--- src/ppl_pkg.sv ---
// ppl_pkg: constants shared by the port logic block
// assumes a 16-bit register port and one 100 MHz system clock
package ppl_pkg;
  localparam int unsigned DW = 16;
  localparam int unsigned AW = 8;
  localparam int unsigned OPW = 6;
  // register byte offsets
  localparam logic [7:0] OFS_BIDIR_DATA = 8'h00;
  localparam logic [7:0] OFS_BIDIR_DIR = 8'h04;
  localparam logic [7:0] OFS_BIDIR_MODE = 8'h08;
  localparam logic [7:0] OFS_OUT_DATA = 8'h0C;
  localparam logic [7:0] OFS_CFG_LATCH = 8'h10;
  localparam logic [7:0] OFS_IN_DATA = 8'h14;
  // reset values
  localparam logic [15:0] RST_BIDIR_DATA = 16'h0000;
  localparam logic [15:0] RST_BIDIR_DIR = 16'h0000;
  localparam logic [15:0] RST_BIDIR_MODE = 16'h0000;
  localparam logic [5:0] RST_OUT_DATA = 6'h00;
  localparam logic [15:0] RST_IN_DATA = 16'h0000;
  localparam logic [15:0] IN_PORT_MASK = 16'hC00F;
  // bidir line positions of alternate functions
  localparam int unsigned LN_TW_CLK = 0;
  localparam int unsigned LN_TW_DATA = 1;
  localparam int unsigned LN_CAPTURE = 2;
  localparam int unsigned LN_TOGGLE = 3;
  localparam int unsigned LN_UPDOWN = 4;
  localparam int unsigned LN_CNT_D = 5;
  localparam int unsigned LN_CNT_C = 6;
  localparam int unsigned LN_CNT_B = 7;
  localparam int unsigned LN_MISO = 8;
  localparam int unsigned LN_MOSI = 9;
  localparam int unsigned LN_ATX = 10;
  localparam int unsigned LN_ARX = 11;
  localparam int unsigned LN_SCLK = 13;
  localparam int unsigned LN_NOPIN = 14;
  // start-up config fields
  localparam int unsigned CFG_BOOT = 0;
  localparam int unsigned CFG_CSDIS = 1;
  localparam int unsigned CFG_SEL_LO = 3;
  localparam int unsigned CFG_SEL_HI = 5;
  localparam int unsigned CS_LINE = 5;
  localparam int unsigned SEG_LINES = 5;
  localparam logic [2:0] SEL_BASE = 3'h2;
endpackage

--- src/ppl_pin_cell.sv ---
// ppl_pin_cell: drive logic for one line of the bidirectional port
// assumes pad resolves level from out and oe; oe high means driving
`timescale 1ns/1ps
`default_nettype none
module ppl_pin_cell #(
  parameter bit HAS_PIN = 1'b1
) (
  input wire logic clock,
  input wire logic rst_b,
  input wire logic clk_en,
  input wire logic dir,
  input wire logic odm,
  input wire logic data,
  input wire logic alt_act,
  input wire logic alt_val,
  output logic pin_out,
  output logic pin_oe
);
  logic val;
  // alternate output wins over the data bit
  assign val = alt_act ? alt_val : data;

  // registered pad drive; a line without pin never drives
  always_ff @(posedge clock) begin
    if (!rst_b) begin
      pin_out <= 1'b0;
      pin_oe <= 1'b0;
    end else if (clk_en) begin
      if (!HAS_PIN || !dir) begin
        pin_out <= 1'b0;
        pin_oe <= 1'b0;
      end else if (odm) begin
        pin_out <= 1'b0;
        pin_oe <= !val;
      end else begin
        pin_out <= val;
        pin_oe <= 1'b1;
      end
    end
  end
endmodule
`default_nettype wire

--- src/ppl_port_io.sv ---
// ppl_port_io: bidirectional, output and input port logic with registers
// assumes synchronous pins, a one-cycle register port and a bus controller
// supplying segment address and chip select levels
//
// Design decisions made here: the register offsets and the plain strobed port.
`timescale 1ns/1ps
`default_nettype none
module ppl_port_io (
  input wire logic clock,
  input wire logic rst_b,
  input wire logic clk_en,
  // register port
  input wire logic [7:0] reg_addr,
  input wire logic [15:0] reg_wdata,
  input wire logic reg_wr,
  input wire logic reg_rd,
  output logic [15:0] reg_rdata,
  // bidirectional port pins
  input wire logic [15:0] bidir_port_in,
  output logic [15:0] bidir_port_out,
  output logic [15:0] bidir_port_oe,
  // peripheral outputs toward bidir lines
  input wire logic twowire_clk_line_a_val,
  input wire logic twowire_clk_line_a_act,
  input wire logic twowire_data_line_a_val,
  input wire logic twowire_data_line_a_act,
  input wire logic timer_c_toggle_out_val,
  input wire logic timer_c_toggle_out_act,
  input wire logic sync_serial_miso_val,
  input wire logic sync_serial_miso_act,
  input wire logic sync_serial_mosi_val,
  input wire logic sync_serial_mosi_act,
  input wire logic sync_shift_clk_val,
  input wire logic sync_shift_clk_act,
  input wire logic async_tx_out_val,
  input wire logic async_tx_out_act,
  // pin levels toward peripherals
  output logic twowire_clk_line_a_in,
  output logic twowire_data_line_a_in,
  output logic capture_in,
  output logic timer_c_updown_in,
  output logic timer_d_count_in,
  output logic timer_c_count_in,
  output logic timer_b_count_in,
  output logic sync_serial_miso_in,
  output logic sync_serial_mosi_in,
  output logic sync_shift_clk_in,
  output logic async_rx_in,
  // output port and its alternate sources
  input wire logic [4:0] segment_addr,
  input wire logic third_chip_select,
  input wire logic [5:0] output_port_in,
  output logic [5:0] output_port_out,
  output logic [5:0] output_port_oe,
  output logic boot_loader_enable,
  // input port pins
  input wire logic [15:0] input_port_pins
);
  logic [15:0] bidir_data_reg;
  logic [15:0] bidir_dir_reg;
  logic [15:0] bidir_mode_reg;
  logic [5:0] out_data_reg;
  logic [5:0] cfg_reg;
  logic [15:0] in_data_reg;
  logic [15:0] alt_act;
  logic [15:0] alt_val;
  logic [15:0] rdata_next;
  logic [2:0] seg_sel;
  logic [2:0] seg_cnt;
  logic [5:0] op_next;
  logic wr_en;
  logic rd_en;

  assign wr_en = clk_en && reg_wr;
  assign rd_en = clk_en && reg_rd;

  // bidir port registers; bit 14 kept though it has no pin
  always_ff @(posedge clock) begin
    if (!rst_b) begin
      bidir_data_reg <= ppl_pkg::RST_BIDIR_DATA;
      bidir_dir_reg <= ppl_pkg::RST_BIDIR_DIR;
      bidir_mode_reg <= ppl_pkg::RST_BIDIR_MODE;
    end else if (wr_en) begin
      if (reg_addr == ppl_pkg::OFS_BIDIR_DATA) begin
        bidir_data_reg <= reg_wdata;
      end else if (reg_addr == ppl_pkg::OFS_BIDIR_DIR) begin
        bidir_dir_reg <= reg_wdata;
      end else if (reg_addr == ppl_pkg::OFS_BIDIR_MODE) begin
        bidir_mode_reg <= reg_wdata;
      end
    end
  end

  // output port data, six bits wide
  always_ff @(posedge clock) begin
    if (!rst_b) begin
      out_data_reg <= ppl_pkg::RST_OUT_DATA;
    end else if (wr_en && reg_addr == ppl_pkg::OFS_OUT_DATA) begin
      out_data_reg <= reg_wdata[5:0];
    end
  end

  // strap capture: follows the pins every enabled cycle while reset is low,
  // so the last level before release is what stays
  always_ff @(posedge clock) begin
    if (clk_en && !rst_b) begin
      cfg_reg <= output_port_in;
    end
  end

  // boot loader flag from the held strap
  always_ff @(posedge clock) begin
    if (!rst_b) begin
      boot_loader_enable <= 1'b0;
    end else if (clk_en) begin
      boot_loader_enable <= cfg_reg[ppl_pkg::CFG_BOOT];
    end
  end

  // input port sample, unimplemented bits read zero
  always_ff @(posedge clock) begin
    if (!rst_b) begin
      in_data_reg <= ppl_pkg::RST_IN_DATA;
    end else if (clk_en) begin
      in_data_reg <= input_port_pins & ppl_pkg::IN_PORT_MASK;
    end
  end

  // alternate output map of the bidir port
  always_comb begin
    alt_act = 16'h0000;
    alt_val = 16'h0000;
    alt_act[ppl_pkg::LN_TW_CLK] = twowire_clk_line_a_act;
    alt_val[ppl_pkg::LN_TW_CLK] = twowire_clk_line_a_val;
    alt_act[ppl_pkg::LN_TW_DATA] = twowire_data_line_a_act;
    alt_val[ppl_pkg::LN_TW_DATA] = twowire_data_line_a_val;
    alt_act[ppl_pkg::LN_TOGGLE] = timer_c_toggle_out_act;
    alt_val[ppl_pkg::LN_TOGGLE] = timer_c_toggle_out_val;
    alt_act[ppl_pkg::LN_MISO] = sync_serial_miso_act;
    alt_val[ppl_pkg::LN_MISO] = sync_serial_miso_val;
    alt_act[ppl_pkg::LN_MOSI] = sync_serial_mosi_act;
    alt_val[ppl_pkg::LN_MOSI] = sync_serial_mosi_val;
    alt_act[ppl_pkg::LN_SCLK] = sync_shift_clk_act;
    alt_val[ppl_pkg::LN_SCLK] = sync_shift_clk_val;
    alt_act[ppl_pkg::LN_ATX] = async_tx_out_act;
    alt_val[ppl_pkg::LN_ATX] = async_tx_out_val;
  end

  // one drive cell per bidir line; line 14 has no pad
  for (genvar i = 0; i < 16; i++) begin : g_cell
    ppl_pin_cell #(
      .HAS_PIN(i != ppl_pkg::LN_NOPIN)
    ) u_cell (
      .clock(clock),
      .rst_b(rst_b),
      .clk_en(clk_en),
      .dir(bidir_dir_reg[i]),
      .odm(bidir_mode_reg[i]),
      .data(bidir_data_reg[i]),
      .alt_act(alt_act[i]),
      .alt_val(alt_val[i]),
      .pin_out(bidir_port_out[i]),
      .pin_oe(bidir_port_oe[i])
    );
  end

  // pin levels handed to peripherals, registered once
  always_ff @(posedge clock) begin
    if (!rst_b) begin
      twowire_clk_line_a_in <= 1'b1;
      twowire_data_line_a_in <= 1'b1;
      capture_in <= 1'b0;
      timer_c_updown_in <= 1'b0;
      timer_d_count_in <= 1'b0;
      timer_c_count_in <= 1'b0;
      timer_b_count_in <= 1'b0;
      sync_serial_miso_in <= 1'b0;
      sync_serial_mosi_in <= 1'b0;
      sync_shift_clk_in <= 1'b0;
      async_rx_in <= 1'b1;
    end else if (clk_en) begin
      twowire_clk_line_a_in <= bidir_port_in[ppl_pkg::LN_TW_CLK];
      twowire_data_line_a_in <= bidir_port_in[ppl_pkg::LN_TW_DATA];
      capture_in <= bidir_port_in[ppl_pkg::LN_CAPTURE];
      timer_c_updown_in <= bidir_port_in[ppl_pkg::LN_UPDOWN];
      timer_d_count_in <= bidir_port_in[ppl_pkg::LN_CNT_D];
      timer_c_count_in <= bidir_port_in[ppl_pkg::LN_CNT_C];
      timer_b_count_in <= bidir_port_in[ppl_pkg::LN_CNT_B];
      sync_serial_miso_in <= bidir_port_in[ppl_pkg::LN_MISO];
      sync_serial_mosi_in <= bidir_port_in[ppl_pkg::LN_MOSI];
      sync_shift_clk_in <= bidir_port_in[ppl_pkg::LN_SCLK];
      async_rx_in <= bidir_port_in[ppl_pkg::LN_ARX];
    end
  end

  // segment line count: 111 gives five, 011 one, 010 and below none
  assign seg_sel = cfg_reg[ppl_pkg::CFG_SEL_HI:ppl_pkg::CFG_SEL_LO];
  assign seg_cnt = (seg_sel > ppl_pkg::SEL_BASE) ? seg_sel - ppl_pkg::SEL_BASE : 3'h0;

  // output port line select; no software step needed after reset
  always_comb begin
    op_next = out_data_reg;
    for (int k = 0; k < ppl_pkg::SEG_LINES; k++) begin
      if (3'(k) < seg_cnt) begin
        op_next[k] = segment_addr[k];
      end
    end
    if (!cfg_reg[ppl_pkg::CFG_CSDIS]) begin
      op_next[ppl_pkg::CS_LINE] = third_chip_select;
    end
  end

  // output pads float during reset so straps can be read
  always_ff @(posedge clock) begin
    if (!rst_b) begin
      output_port_out <= 6'h00;
      output_port_oe <= 6'h00;
    end else if (clk_en) begin
      output_port_out <= op_next;
      output_port_oe <= 6'h3F;
    end
  end

  // read mux, unmapped reads answer zero
  always_comb begin
    if (reg_addr == ppl_pkg::OFS_BIDIR_DATA) begin
      rdata_next = bidir_data_reg;
    end else if (reg_addr == ppl_pkg::OFS_BIDIR_DIR) begin
      rdata_next = bidir_dir_reg;
    end else if (reg_addr == ppl_pkg::OFS_BIDIR_MODE) begin
      rdata_next = bidir_mode_reg;
    end else if (reg_addr == ppl_pkg::OFS_OUT_DATA) begin
      rdata_next = {10'h000, out_data_reg};
    end else if (reg_addr == ppl_pkg::OFS_CFG_LATCH) begin
      rdata_next = {10'h000, cfg_reg};
    end else if (reg_addr == ppl_pkg::OFS_IN_DATA) begin
      rdata_next = in_data_reg;
    end else begin
      rdata_next = 16'h0000;
    end
  end

  // read data stands only in the cycle after the strobe
  always_ff @(posedge clock) begin
    if (!rst_b) begin
      reg_rdata <= 16'h0000;
    end else if (clk_en) begin
      reg_rdata <= rd_en ? rdata_next : 16'h0000;
    end
  end
endmodule
`default_nettype wire

--- config.mk ---
export PLATFORM = sky130hd
export DESIGN_NAME = ppl_port_io
export DESIGN_NICKNAME = d
export VERILOG_FILES = /design/src/ppl_pkg.sv /design/src/ppl_pin_cell.sv /design/src/ppl_port_io.sv
export SDC_FILE = /design/constraint.sdc
export NUM_CORES = 1
export LEC_CHECK = 0
export ABC_CLOCK_PERIOD_IN_PS = 1600
export BUFFER_PORTS_ARGS = -buffer_cell sky130_fd_sc_hd__buf_2
export CORE_MARGIN = 10
export CORE_UTILIZATION = 45
export CTS_CLUSTER_DIAMETER = 40
export CTS_CLUSTER_SIZE = 20
export DETAILED_ROUTE_END_ITERATION = 8
export PLACE_DENSITY = 0.73
export SYNTH_ARGS = -nofsm -noshare
export SYNTH_HDL_FRONTEND = slang
export SYNTH_SLANG_ARGS = --single-unit
--- constraint.sdc ---
create_clock -name clock -period 1.6 [get_ports clock]
set_input_delay 0.16 -clock clock [delete_from_list [all_inputs] [get_ports clock]]
set_output_delay 0.16 -clock clock [all_outputs]
set_load 0.02 [all_outputs]
==> summary.log <==
INFO  drt            via_count_of_the_routed_design=4986
INFO  cells_and_area register_area=2683µm²
INFO  clock_network  cts_tree=built
INFO  logic_synthesis synthesis.yosys.warnings=0
INFO  floorplanning  die_height=132.9µm
INFO  grt            grt_max_degree=84
INFO  run_status     outcome=finished, final reports clean
INFO  sta            timing.final.setup_violations=0
INFO  setup_path     setup.reg_to_reg.worst_slack=0.24ns
INFO  sta            finalHoldViolations=0
INFO  pwr            swShare=21.99%
INFO  cells_and_area syn2layout_area_growth=24.49%
INFO  grt            global_route.usage.total=18.27%
INFO  clock_network  cts_made_buffers=17
INFO  pwr            cellInternalPower=6.237mW
INFO  setup_path     rr_endpoint=output_port_out[0]
INFO  setup_path     timing.critical_path.arrival=1.66ns
INFO  grt            global_route_wire_length_before_repair=26.15mm
INFO  placement      port_buffers=141
INFO  grt            antenna_found_initial=3
INFO  cells_and_area num-nets-final=840
INFO  placement      gpl.final_weighted_congestion=0.8472
INFO  setup_path     rr_startpoint=cfg_reg[5]
INFO  pwr            clock_power_share=50.5%
INFO  worst_hold_path holdPathStages=3
INFO  cells_and_area fin_area=7137µm²
INFO  cells_and_area commonest_cells_after_routing_fill_and_taps_aside=sky130_fd_sc_hd__buf_2, sky130_fd_sc_hd__dfxtp_1, sky130_fd_sc_hd__nand2_1
INFO  worst_hold_path startpoint_of_the_lowest_slack_hold_path=input_port_pins[0]
INFO  logic_synthesis yosysUniqueCellTypes=39
INFO  drt            antenna_left=0
INFO  pwr            power.switching=1.758mW
INFO  clock_network  number_of_gates_resized_after_cts=0
INFO  floorplanning  rows=41
INFO  placement      dp_hpwl=11.77mm
INFO  drt            drtPass1Iterations=5
INFO  setup_path     start_kind=flip-flop
INFO  clock_network  clk-insertion-delay-late=0.41ns
INFO  pwr            pwr_density_cell=1120nW/µm²
INFO  drt            detailed_route_wire_length_per_cell=17.56µm
INFO  logic_synthesis synth.avg_cell_area=8.972µm²
INFO  sta            drv_slew=0
INFO  logic_synthesis synthArstFlopShare=0%
INFO  floorplanning  starting_density=45.61%
INFO  setup_path     rr_worst_depth=4
INFO  drt            drc_violation_count_after_routing=0
INFO  sta            timing.clock.skew=0.004798ns
INFO  drt            route.detailed.vias_per_inst=5.304
INFO  cells_and_area multi_input_combinational_cell_area=2560µm²
INFO  sta            final_min_period_over_clock_period=85.12%
INFO  pwr            pwr-share-seq=42.2%
INFO  floorplanning  io_pins=159
INFO  cells_and_area drive_gt1_share=28.72%
INFO  clock_network  ctsHtreeMaxLevel=4
INFO  sta            finalWorstPathRequiredPeriod=1.362ns
INFO  sta            tightest_slew=0.7385ns
INFO  worst_hold_path timing.hold.worst.class=in2reg
INFO  grt            gr-total-overflow=0
INFO  sta            fmaxAchievable=0.7343GHz
INFO  cells_and_area layout.cells.most_common=sky130_fd_sc_hd__buf_2
INFO  setup_path     critical_path_required=1.90ns
INFO  pwr            static-leakage-power=2.979nW
INFO  cells_and_area layout.filler_cells=1122
INFO  logic_synthesis synth.area.top_cells=sky130_fd_sc_hd__dfxtp_1, sky130_fd_sc_hd__nand2_1, sky130_fd_sc_hd__mux2i_1
INFO  drt            wl=16.50mm
INFO  sta            unrepaired_setup_endpoints_after_global_routing=false
INFO  clock_network  clock_sinks=131
INFO  logic_synthesis proportion_of_synthesized_chip_area_in_sequential_cells=46.79%
INFO  clock_network  cts.clk_slew.worst_paths=0.06ns
INFO  grt            number_of_global_route_vias_before_repair=5076
INFO  floorplanning  core_area=12570µm²
INFO  floorplanning  floorplan.die_area=17650µm²
INFO  logic_synthesis area_leader_netlist=sky130_fd_sc_hd__dfxtp_1
INFO  setup_path     timing.setup.critical_path_class=reg2reg
INFO  logic_synthesis synth-seq-cells=131
INFO  clock_network  cts-root-to-sink-buffers=2
INFO  sta            timing.slew.headroom=50.77%
INFO  logic_synthesis synth_top_area_share=43.65%
INFO  logic_synthesis synth_enable_flop_cells=6
INFO  setup_path     worstSetupEndpointType=flip-flop
INFO  drt            drt_first_iter_violations=345
INFO  pwr            comb_power_share=7.3%
INFO  worst_hold_path min_to=in_data_reg[0]
INFO  clock_network  clockRootBuffer=sky130_fd_sc_hd__clkbuf_16
INFO  sta            holdWs=0.009177ns
INFO  logic_synthesis synth_cells=639
INFO  pwr            ir_drop=597.6µV
INFO  logic_synthesis synth_ff_type=sky130_fd_sc_hd__dfxtp_1
INFO  flow_run       cap_violations=0
INFO  setup_path     cp_max_fo=7
INFO  floorplanning  die_width=132.9µm
INFO  logic_synthesis mappedNetlistArea=5733µm²
INFO  placement      dpl-instance-area=6420µm²
-- worst max-delay path by stage --
stage,from,endpoint,slack [ns],cells after the start
6_report,cfg_reg[5],output_port_out[0],0.24,4
5_1_grt,cfg_reg[5],output_port_out[0],0.17,4
4_1_cts,cfg_reg[5],output_port_out[0],0.25,4
3_5_place_dp,reg_addr[1],out_data_reg[2],-0.06,6
3_3_place_gp,reg_addr[1],out_data_reg[5],-0.03,6
2_1_floorplan,clk_en,cfg_reg[0],0.10,4
-- Yosys cell counts (all sizes together), types with 2 or more instances --
| cell type | n |
|---|---|
| nand4b | 13 |
| a211oi | 3 |
| a22o | 6 |
| a221oi | 3 |
| or4 | 2 |
| nor4 | 2 |
| mux2i | 34 |
| nand2b | 5 |
| a32oi | 2 |
| o211a | 6 |
| o21ai | 66 |
| mux2 | 11 |
| a21boi | 28 |
| clkbuf | 29 |
| inv | 8 |
| o22ai | 9 |
| a21oi | 9 |
| edfxtp | 6 |
| nand4 | 5 |
| buf | 53 |
| nand3 | 66 |
| nor2b | 30 |
| o31ai | 7 |
| nand2 | 91 |
| nor2 | 13 |
| dfxtp | 125 |
-- power by group through the flow --
stage	clock (mW)	sequential [mW]	combinational, mW
finish	4.04	3.37	0.582
global route	4.20	3.38	0.628
CTS	4.06	3.37	0.582
detailed placement	0	3.44	0.562
global placement	0	3.44	0.547
floorplan	0	3.47	0.308
-- layout make-up --
cell class | count | area share (%)
antenna | 2 | 0.07013
clock buffer | 24 | 7.030
clock inverter | 8 | 1.683
inverter | 9 | 0.4734
multi-input combinational | 418 | 35.87
sequential | 131 | 37.59
tap | 172 | 3.015
timing repair buffer | 176 | 14.27
-- per-stage QoR --
stage                     setup TNS [ns]  total power, mW  cells  setup WS [ns]  utilization [%]
after floorplan                        0            3.778    640         0.1035                -
after global placement           -0.2669            3.985    897       -0.03394            51.08
after detailed placement         -0.4174            4.004    897       -0.06029            51.08
after CTS                              0            8.020    938         0.2474            56.74
after global routing                   0            8.210    940         0.1660            56.78
final                                  0            7.996    940         0.2381            56.78
-- metal layers --
layer | global-route usage, % | share of wire, % | vias up
li1 | - | - | 2446
met1 | 20.37 | 41 | 2338
met2 | 31.65 | 50 | 172
met3 | 5.261 | 6.4 | 30
met4 | 7.885 | 2.5 | 0
met5 | 0 | 0 | -
-- cells by family after synthesis --
logic type	after synthesis	synth area share (%)
AND/OR/NAND/NOR	231	20.38
AO/OA/AOI/OAI	140	16.04
flip-flops	131	46.79
buffers and inverters	91	8.620
multiplexers	45	8.097
other	1	0.06541
-- critical path, cell delays in order (launching register included) --
cell and delay (ns):
sky130_fd_sc_hd__edfxtp_1 0.51, sky130_fd_sc_hd__a21oi_1 0.26, sky130_fd_sc_hd__mux2i_1 0.29, sky130_fd_sc_hd__nand2_1 0.08, sky130_fd_sc_hd__o211a_1 0.11
-- repair_timing --
| item | in CTS | in global routing |
|---|---|---|
| hold endpoints to repair | 9 | 0 |
| setup buffers | 0 | 0 |
| hold buffers | 9 | 0 |
Power figures use the tool's default switching activity.
